File: src/asp_defines.svh
`ifndef ASP_DEFINES_SVH
`define ASP_DEFINES_SVH

`define ASP_ADDR_W      11
`define ASP_DATA_W      8
`define ASP_WORDS       2048
`define ASP_CNT_W       4

`define ASP_CLK_NS      20
// slower grade figures: a controller timed for them serves both grades
`define ASP_T_ACC_NS    120
`define ASP_T_WP_NS     70
`define ASP_T_OHZ_NS    40
`define ASP_T_RC_NS     120
`define ASP_SYNC_STAGES 2

`define ASP_ACC_CYC  ((`ASP_T_ACC_NS + `ASP_CLK_NS - 1) / `ASP_CLK_NS)
`define ASP_WP_CYC   ((`ASP_T_WP_NS + `ASP_CLK_NS - 1) / `ASP_CLK_NS)
`define ASP_TURN_CYC ((`ASP_T_OHZ_NS + `ASP_CLK_NS - 1) / `ASP_CLK_NS)
`define ASP_REC_CYC  ((`ASP_T_RC_NS + `ASP_CLK_NS - 1) / `ASP_CLK_NS)

`endif

File: src/asp_pkg.sv
`default_nettype none

package asp_pkg;
  typedef enum logic [2:0] {
    ST_IDLE,
    ST_READ,
    ST_WSET,
    ST_WPULSE,
    ST_WHOLD,
    ST_TURN,
    ST_RETAIN,
    ST_RECOVER
  } asp_state_e;
endpackage : asp_pkg

`default_nettype wire

File: src/asp_sync.sv
`default_nettype none

module asp_sync #(
  parameter int WIDTH = 8
) (
  input  wire logic             mclk_i,
  input  wire logic             srst_i,
  input  wire logic             ce_i,
  input  wire logic [WIDTH-1:0] d_i,
  output logic      [WIDTH-1:0] q_o
);

  logic [WIDTH-1:0] meta;

  // first stage feeds only the second stage
  for (genvar i = 0; i < WIDTH; i++) begin : g_bit
    always_ff @(posedge mclk_i) begin
      if (srst_i) begin
        meta[i] <= 1'b0;
        q_o[i]  <= 1'b0;
      end else if (ce_i) begin
        meta[i] <= d_i[i];
        q_o[i]  <= meta[i];
      end
    end
  end

endmodule // asp_sync

`default_nettype wire

File: src/asp_host.sv
// How it works
// - a read: select and output drive low, read/write high, address steady.
// - a write needs select and read/write both low; here read/write pulses.
// - while select is high no address, write command or data is presented.
// - in low-voltage retention stay in standby, then wait the recovery time; here a cycle accepted before or with retain_i still runs to its end.
`include "asp_defines.svh"

`default_nettype none

module asp_host
  import asp_pkg::*;
(
  input  wire logic                   mclk_i,
  input  wire logic                   srst_i,
  input  wire logic                   ce_i,
  input  wire logic                   req_i,
  input  wire logic                   we_i,
  input  wire logic [`ASP_ADDR_W-1:0] addr_i,
  input  wire logic [`ASP_DATA_W-1:0] wdata_i,
  input  wire logic                   retain_i,
  output logic                        ready_o,
  output logic                        rvalid_o,
  output logic      [`ASP_DATA_W-1:0] rdata_o,
  output logic                        wdone_o,
  output logic      [`ASP_ADDR_W-1:0] address_lines_o,
  output logic                        dev_sel_n_o,
  output logic                        out_drv_n_o,
  output logic                        rd_wr_n_o,
  output logic      [`ASP_DATA_W-1:0] data_pins_o,
  output logic                        data_pins_oe_o,
  input  wire logic [`ASP_DATA_W-1:0] data_pins_i
);

  localparam logic [`ASP_CNT_W-1:0] RD_LOAD =
    `ASP_CNT_W'(`ASP_ACC_CYC + `ASP_SYNC_STAGES - 1);
  localparam logic [`ASP_CNT_W-1:0] WP_LOAD   = `ASP_CNT_W'(`ASP_WP_CYC - 1);
  localparam logic [`ASP_CNT_W-1:0] TURN_LOAD = `ASP_CNT_W'(`ASP_TURN_CYC - 1);
  localparam logic [`ASP_CNT_W-1:0] REC_LOAD  = `ASP_CNT_W'(`ASP_REC_CYC - 1);

  asp_state_e             state;
  asp_state_e             next_state;
  logic [`ASP_CNT_W-1:0]  cnt;
  logic [`ASP_CNT_W-1:0]  next_cnt;
  logic [`ASP_ADDR_W-1:0] areg;
  logic [`ASP_DATA_W-1:0] dreg;
  logic [`ASP_DATA_W-1:0] data_sync;

  wire take      = req_i & ready_o;
  wire cnt_zero  = (cnt == '0);
  wire [`ASP_ADDR_W-1:0] cur_addr = take ? addr_i : areg;
  wire [`ASP_DATA_W-1:0] cur_data = take ? wdata_i : dreg;

  // pin levels decoded from the coming state, then registered
  wire next_sel   = (next_state == ST_READ) | (next_state == ST_WSET) |
                    (next_state == ST_WPULSE) | (next_state == ST_WHOLD);
  wire next_drv   = (next_state == ST_READ);
  wire next_wr    = (next_state == ST_WPULSE);
  wire next_doe   = (next_state == ST_WSET) | (next_state == ST_WPULSE) |
                    (next_state == ST_WHOLD);
  wire next_ready = (next_state == ST_IDLE) & ~retain_i;
  wire read_done  = (state == ST_READ) & cnt_zero;
  wire write_done = (state == ST_WHOLD);

  asp_sync #(
    .WIDTH (`ASP_DATA_W)
  ) u_data_sync (
    .mclk_i (mclk_i),
    .srst_i (srst_i),
    .ce_i   (ce_i),
    .d_i    (data_pins_i),
    .q_o    (data_sync)
  );

  always_comb begin
    next_state = state;
    next_cnt   = cnt_zero ? cnt : cnt - `ASP_CNT_W'(1);
    case (state)
      ST_IDLE: begin
        // an accepted request beats a retention request raised with it
        if (take) begin
          next_state = we_i ? ST_WSET : ST_READ;
          next_cnt   = RD_LOAD;
        end else if (retain_i) begin
          next_state = ST_RETAIN;
        end
      end
      ST_READ: begin
        if (cnt_zero) begin
          next_state = ST_TURN;
          next_cnt   = TURN_LOAD;
        end
      end
      ST_WSET: begin
        next_state = ST_WPULSE;
        next_cnt   = WP_LOAD;
      end
      ST_WPULSE: begin
        if (cnt_zero) begin
          next_state = ST_WHOLD;
        end
      end
      ST_WHOLD: begin
        next_state = ST_IDLE;
      end
      ST_TURN: begin
        // output drive off: let the memory float before anyone drives
        if (cnt_zero) begin
          next_state = ST_IDLE;
        end
      end
      ST_RETAIN: begin
        if (!retain_i) begin
          next_state = ST_RECOVER;
          next_cnt   = REC_LOAD;
        end
      end
      ST_RECOVER: begin
        if (retain_i) begin
          next_state = ST_RETAIN;
        end else if (cnt_zero) begin
          next_state = ST_IDLE;
        end
      end
      default: begin
        next_state = ST_IDLE;
      end
    endcase
  end

  always_ff @(posedge mclk_i) begin
    if (srst_i) begin
      state <= ST_IDLE;
      cnt   <= '0;
      areg  <= '0;
      dreg  <= '0;
    end else if (ce_i) begin
      state <= next_state;
      cnt   <= next_cnt;
      areg  <= cur_addr;
      dreg  <= cur_data;
    end
  end

  // static memory: pins simply rest between cycles, nothing to refresh
  always_ff @(posedge mclk_i) begin
    if (srst_i) begin
      dev_sel_n_o     <= 1'b1;
      out_drv_n_o     <= 1'b1;
      rd_wr_n_o       <= 1'b1;
      address_lines_o <= '0;
      data_pins_o     <= '0;
      data_pins_oe_o  <= 1'b0;
    end else if (ce_i) begin
      dev_sel_n_o     <= ~next_sel;
      out_drv_n_o     <= ~next_drv;
      rd_wr_n_o       <= ~next_wr;
      address_lines_o <= next_sel ? cur_addr : '0;
      data_pins_o     <= next_doe ? cur_data : '0;
      data_pins_oe_o  <= next_doe;
    end
  end

  always_ff @(posedge mclk_i) begin
    if (srst_i) begin
      ready_o  <= 1'b0;
      rvalid_o <= 1'b0;
      wdone_o  <= 1'b0;
      rdata_o  <= '0;
    end else if (ce_i) begin
      ready_o  <= next_ready;
      rvalid_o <= read_done;
      wdone_o  <= write_done;
      if (read_done) begin
        rdata_o <= data_sync;
      end
    end
  end
endmodule // asp_host

`default_nettype wire

File: config.mk
export PLATFORM = sky130hd
export DESIGN_NAME = asp_host
export DESIGN_NICKNAME = d
export VERILOG_FILES = /design/src/asp_pkg.sv /design/src/asp_sync.sv /design/src/asp_host.sv
export VERILOG_INCLUDE_DIRS = /design/src
export SDC_FILE = /design/constraint.sdc
export NUM_CORES = 1
export LEC_CHECK = 0
export BUFFER_PORTS_ARGS = -buffer_cell sky130_fd_sc_hd__buf_4
export CAP_MARGIN = 30
export CORE_UTILIZATION = 55
export CTS_CLUSTER_SIZE = 14
export DETAILED_ROUTE_END_ITERATION = 7
export PLACE_DENSITY = 0.79
export SLEW_MARGIN = 20
export SYNTH_ARGS = -nofsm -noshare
export SYNTH_HDL_FRONTEND = slang
export SYNTH_HIERARCHICAL = 1
export SYNTH_SLANG_ARGS = --single-unit
File: constraint.sdc
create_clock -name mclk_i -period 2.8 [get_ports mclk_i]
set_clock_uncertainty 0.05 [all_clocks]
set_input_delay 0.56 -clock mclk_i [delete_from_list [all_inputs] [get_ports mclk_i]]
set_output_delay 0.56 -clock mclk_i [all_outputs]
set_load 0.01 [all_outputs]
==> metrics.md, run 1 <==
| Metric | Value |
|---|---|
| GR Overflow Total | `0` |
| R2r endpoint | `data_pins_o[7]` |
| Num rows | `28` |
| Num CTS Buffers | `9` |
| Core footprint | `5990 µm²` |
| Syn_nets | `456` |
| IO Port Bufs | `66` |
| Reg-to-reg startpoint | `cnt[0]` |
| Post-synth top area cell | `dfxtp_1` |
| Worst VDD drop | `0.416 mV` |
| Status | `completed` |
| CP peak stage delay | `0.45 ns` |
| CTS Buffer Depth | `2` |
| DIE AREA | `6640 µm²` |
| Worst r2r path cells | `7` |
| DPL Wire Length | `5.44 mm` |
| WL per Instance | `14.9 µm` |
| Drt first pass iters | `5` |
| Layout Nets | `510` |
| Setup TNS after final layout | `0 ns` |
| Sequential area share after synthesis | `43.8%` |
| Critical path type | `reg -> reg` |
| Fmax | `402 MHz` |
| Share of layout cells above drive strength 1 | `20.6%` |
| Vias | `3225` |
| Hold buffers post-CTS | `0` |
| CTS Root Buffer Type | `clkbuf_8` |
| Reported max-cap violation count | `0` |
| R2R Setup Slk | `0.31 ns` |
| Placer Congestion | `0.855` |
| Worst path required time | `2.96 ns` |
| Starting Density | `58.0%` |
| TritonCTS sink count | `76` |
| Mapped Cells | `421` |
| Crit-path cells | `inv_1 > ha_1 > or3b_1 > and3_4 > or3_4 > o21ai_2 > a211oi_1` |
| Top Ports | `67` |
| # DRC | `0` |
| Post-synth top area share | `43.8%` |
| Most frequent cells in the layout | `nand2_1, dfxtp_1, buf_4` |
| Slowest-stage cell, CP | `or3_4` |
| Inst Count DP | `539` |
| Post-synth EDFFs | `0` |
| Yosys reg bits | `76` |
| Filler cell count | `484` |
| Slew margin rel. | `50.5%` |
| Number of H-tree levels | `3` |
| Initial antenna violation count | `0` |
| Largest net degree at the start of global routing | `74` |
| Distinct cells, synth | `52` |
| Largest cells by area after synthesis | `dfxtp_1, mux2i_1, nand2_1` |
| Post-route ant nets | `0` |
| Final worst slack | `0.315 ns` |
| Routed wire length | `8.26 mm` |
| Crit path launch | `cnt[0]` |
| DRT iter0 DRCs | `243` |
| Post-cts sizing count | `0` |
| CTS clk-pin slew, worst paths | `0.09 ns` |
| Crit end category | `flop` |
| Worst Path Arrival | `2.64 ns` |
| Number of global-route vias before repair | `2811` |
| Final setup fails | `0` |
| Mapped Area | `3470 µm²` |
| Pins Over Slew Limit | `0` |
| Avg Inst Size Synth | `8.25 µm²` |
| Pwr dens | `629 nW/µm²` |
| Area of the multi-input gates | `1750 µm²` |
| Yosys warnings | `6` |
| Vias/cell | `5.81` |
| Crit path to | `data_pins_o[7]` |
| Worst Path Max Fanout | `13` |
| Die height | `81.5 µm` |
| Final hold vios | `0` |
| Top_reg_cell synth | `dfxtp_1` |
| Die W | `81.5 µm` |
| Tmin final | `2.49 ns` |
| Post-CTS Setup Inserts | `0` |
| Antenna Cells | `0` |
| GRT Total Usage | `26.0%` |
| Setup crit start kind | `flop` |
| Final Util | `71.0%` |
| Worst skew pair latency | `0.35 ns` |
| Reg area | `1520 µm²` |
| Hold WC Path Type | `in -> reg` |
| CTS tree | `yes` |
| Pre-CTS WS | `0.370 ns` |
| RSZ-0062 raised after global routing | `no` |
| Async set or reset register ratio after synthesis | `0%` |
| Final period utilization | `88.8%` |
| Area delta synth->final | `22.4%` |
| Pleak | `1.67 nW` |
| Non-filler cells, final | `555` |
| Global-route wire length before repair | `13.1 mm` |
| Worst Tran Pin Value | `0.743 ns` |
| Commonest non-fill, non-tap cell in the layout | `nand2_1` |
[cell usage after synthesis (all sizes together), types with 2 or more instances]
cell type and count:
a211oi 10, nor2 36, o21a 8, inv 14, nand3 28, o311ai 11, a41o 2, mux2i 34
a21oi 43, nand3b 2, clkbuf 25, or2 2, o21ai 6, nor3 3, nand2 81, dfxtp 76
or3 3, nand2b 4, buf 7, ha 2
[cell type report]
| cell class | instances | area share, % |
|---|---|---|
| clock inverters | 7 | 3.44 |
| multi-input cells | 298 | 41.1 |
| clock buffers | 9 | 2.91 |
| flip-flops and latches | 76 | 35.8 |
| repair buffers | 75 | 13.2 |
| well taps | 75 | 2.21 |
| inverters | 15 | 1.32 |
[metrics by stage]
stage	total power, mW	hold WS [ns]	cell area (µm²)
after global routing	2.79	0.374	4250
final	2.68	0.385	4250
after CTS	2.68	0.378	4250
after floorplan	1.45	0.386	3470
after global placement	1.56	0.391	3980
after detailed placement	1.57	0.397	3980
[where the power goes]
group | internal [mW] | switching, mW
registers | 1.12 | 0.0391
logic | 0.172 | 0.231
clock network | 0.688 | 0.430
total | 1.98 | 0.699
[flip-flops by register name, summed over array words and instances, names as in the netlist]
register	cells
out_drv_n_o	1
u_data_sync/meta	8
u_data_sync/q_o	8
dreg	8
wdone_o	1
address_lines_o	11
rvalid_o	1
cnt	4
areg	11
rdata_o	8
state	3
data_pins_o	8
data_pins_oe_o	1
dev_sel_n_o	1
rd_wr_n_o	1
ready_o	1
[worst max-delay path, delay by kind of cell, from the launching register on]
family,cells,cell delay [ns]
and+or+nand+nor,3,1.12
AOI/OAI and AO/OA,2,0.55
DFF,1,0.35
adders and majority gates,1,0.20
buffers and inverters,1,0.07
[per-layer routing]
metal / up-vias / GRT usage [%] / routed length, µm
met4: 0 / 11.3 / 126
met5: - / 0 / 0
met2: 103 / 41.1 / 3920
met1: 1541 / 34.3 / 3720
li1: 1568 / - / -
met3: 13 / 5.44 / 496
[cell families (layout without fill, tap and decap cells)]
kind of cell | Yosys count | in the layout | share of synthesized area [%]
simple gates | 167 | 167 | 21.5
compound gates | 93 | 93 | 17.7
flops | 76 | 76 | 43.8
buf+inv | 47 | 106 | 5.91
mux | 35 | 35 | 10.1
fa+ha+maj | 2 | 2 | 0.720
xor+xnor | 1 | 1 | 0.252
[worst min-delay path by stage]
stage / end / cells past startpoint / from / slack, ns
after floorplan: dreg[0] / 2 / dreg[0] / 0.39
after global placement: dreg[6] / 2 / dreg[6] / 0.39
after detailed placement: dreg[4] / 2 / dreg[4] / 0.40
after CTS: u_data_sync/meta[0] / 3 / data_pins_i[0] / 0.38
after global routing: u_data_sync/meta[4] / 3 / data_pins_i[4] / 0.37
final: u_data_sync/meta[2] / 3 / data_pins_i[2] / 0.39
(Power assumes the default switching activity.)
==> run 2, diff against run 1 <==
--- a/config.mk
+++ b/config.mk
@@ -12,6 +12,7 @@
 export CTS_CLUSTER_SIZE = 14
 export DETAILED_ROUTE_END_ITERATION = 7
 export PLACE_DENSITY = 0.79
+export RECOVER_POWER = 25
 export SLEW_MARGIN = 20
 export SYNTH_ARGS = -nofsm -noshare
 export SYNTH_HDL_FRONTEND = slang
==> metrics.md, run 2 (synthesis results as in run 1) <==
| Metric | Value |
|---|---|
| DPL Wire Length | `5.44 mm (unchanged)` |
| Initial antenna violation count | `0 (unchanged)` |
| Setup crit start kind | `flop (unchanged)` |
| Worst Path Arrival | `2.65 ns (was 2.64 ns)` |
| Layout Nets | `510 (unchanged)` |
| CTS tree | `yes (unchanged)` |
| Die W | `81.5 µm (unchanged)` |
| Share of layout cells above drive strength 1 | `18.1% (was 20.6%)` |
| Final setup fails | `0 (unchanged)` |
| Pleak | `1.62 nW (was 1.67 nW)` |
| # DRC | `0 (unchanged)` |
| Starting Density | `58.0% (unchanged)` |
| IO Port Bufs | `66 (unchanged)` |
| Final hold vios | `0 (unchanged)` |
| Core footprint | `5990 µm² (unchanged)` |
| Num rows | `28 (unchanged)` |
| Antenna Cells | `0 (unchanged)` |
| Pwr dens | `636 nW/µm² (was 629 nW/µm²)` |
| Design Power | `2.68 mW (about the same)` |
| Commonest non-fill, non-tap cell in the layout | `nand2_1 (unchanged)` |
| Die height | `81.5 µm (unchanged)` |
| Top Ports | `67 (unchanged)` |
| DIE AREA | `6640 µm² (unchanged)` |
| GRT Total Usage | `26.0% (unchanged)` |
| RSZ-0062 raised after global routing | `no (unchanged)` |
| Vias | `3233 (was 3225)` |
| Final Util | `70.2% (was 71.0%)` |
| Critical path type | `reg -> reg (unchanged)` |
| Worst Tran Pin Value | `1.44 ns (was 0.743 ns)` |
| Worst r2r path cells | `7 (unchanged)` |
| CTS clk-pin slew, worst paths | `0.09 ns (about the same)` |
| Worst Hold Depth | `3 (unchanged)` |
| Number of global-route vias before repair | `2811 (unchanged)` |
| Tmin final | `2.53 ns (was 2.49 ns)` |
| CTS Buffer Depth | `2 (unchanged)` |
| Hold WC Path Type | `in -> reg (unchanged)` |
| Routed wire length | `8.25 mm (was 8.26 mm)` |
| Drt first pass iters | `7 (was 5)` |
| GR Overflow Total | `0 (unchanged)` |
| Worst skew pair latency | `0.35 ns (about the same)` |
| Reported max-cap violation count | `0 (unchanged)` |
| Fmax | `396 MHz (was 402 MHz)` |
| Filler cell count | `493 (was 484)` |
| Worst path required time | `2.92 ns (was 2.96 ns)` |
| Hold buffers post-CTS | `0 (unchanged)` |
| Slew margin rel. | `4.14% (was 50.5%)` |
| DRT iter0 DRCs | `244 (was 243)` |
| TritonCTS sink count | `76 (unchanged)` |
| Setup TNS after final layout | `0 ns (unchanged)` |
| Vias/cell | `5.83 (was 5.81)` |
| Post-route ant nets | `0 (unchanged)` |
| Largest net degree at the start of global routing | `74 (unchanged)` |
| CTS Root Buffer Type | `clkbuf_8 (unchanged)` |
| Global-route wire length before repair | `13.1 mm (unchanged)` |
| Pins Over Slew Limit | `0 (unchanged)` |
| WL per Instance | `14.9 µm (about the same)` |
| Number of H-tree levels | `3 (unchanged)` |
| Area delta synth->final | `21.0% (was 22.4%)` |
| Post-cts sizing count | `0 (unchanged)` |
| Num CTS Buffers | `9 (unchanged)` |
| Status | `completed (unchanged)` |
| Most frequent cells in the layout | `nand2_1, dfxtp_1, buf_4 (unchanged)` |
| Final period utilization | `90.2% (was 88.8%)` |
| Worst VDD drop | `0.416 mV (about the same)` |
| Placer Congestion | `0.855 (unchanged)` |
| Worst Path Max Fanout | `13 (unchanged)` |
| Post-CTS Setup Inserts | `0 (unchanged)` |
| Crit end category | `flop (unchanged)` |
| Biggest regs | `address_lines_o (11), areg (11) (unchanged)` |
## run 2: cell type report
type / instances / area, µm² / share of cell area (%)
sequential: 76 / 1520 / 36.2
tap: 75 / 93.8 / 2.23
clock inverter: 7 / 146 / 3.48
multi-input combinational: 298 / 1750 / 41.5
clock buffer: 9 / 124 / 2.95
timing repair buffer: 75 / 515 / 12.3
inverter: 15 / 56.3 / 1.34
## run 2: final timing paths
path                                startpoint                   to  slack, ns
worst max-delay path                    cnt[0]       data_pins_o[2]       0.27
worst min-delay path            data_pins_i[2]  u_data_sync/meta[2]       0.39
worst min register to register         dreg[5]              dreg[5]       0.41
worst max register to register          cnt[0]       data_pins_o[2]       0.27
## run 2: per-layer routing
layer	part of all wire [%]	GRT usage (%)
met3	6.0	5.44
met2	47	41.1
met1	45	34.3
met4	1.6	11.3
met5	0	0
## run 2: worst max-delay path, cell delays in order (launching register included)
cell and delay (ns):
dfxtp_1 0.35, inv_1 0.07, ha_1 0.20, or3b_1 0.44
and3_4 0.23, or3_4 0.45, o21ai_2 0.41, a211oi_1 0.14
## run 2: metrics by stage
stage | area (µm²) | cells | hold WS, ns | setup slack, ns
finish | 4200 | 555 | 0.385 | 0.273
global route | 4200 | 555 | 0.374 | 0.132
CTS | 4250 | 555 | 0.378 | 0.328
detailed placement | 3980 | 539 | 0.397 | 0.370
global placement | 3980 | 539 | 0.391 | 0.432
floorplan | 3470 | 421 | 0.386 | 0.583
## run 2: report_power, final
group / internal [mW] / switching [mW] / leakage (nW) / total [mW]
Clock: 0.688 / 0.431 / 0.134 / 1.12
Combinational: 0.169 / 0.231 / 0.868 / 0.401
Sequential: 1.12 / 0.0390 / 0.616 / 1.16
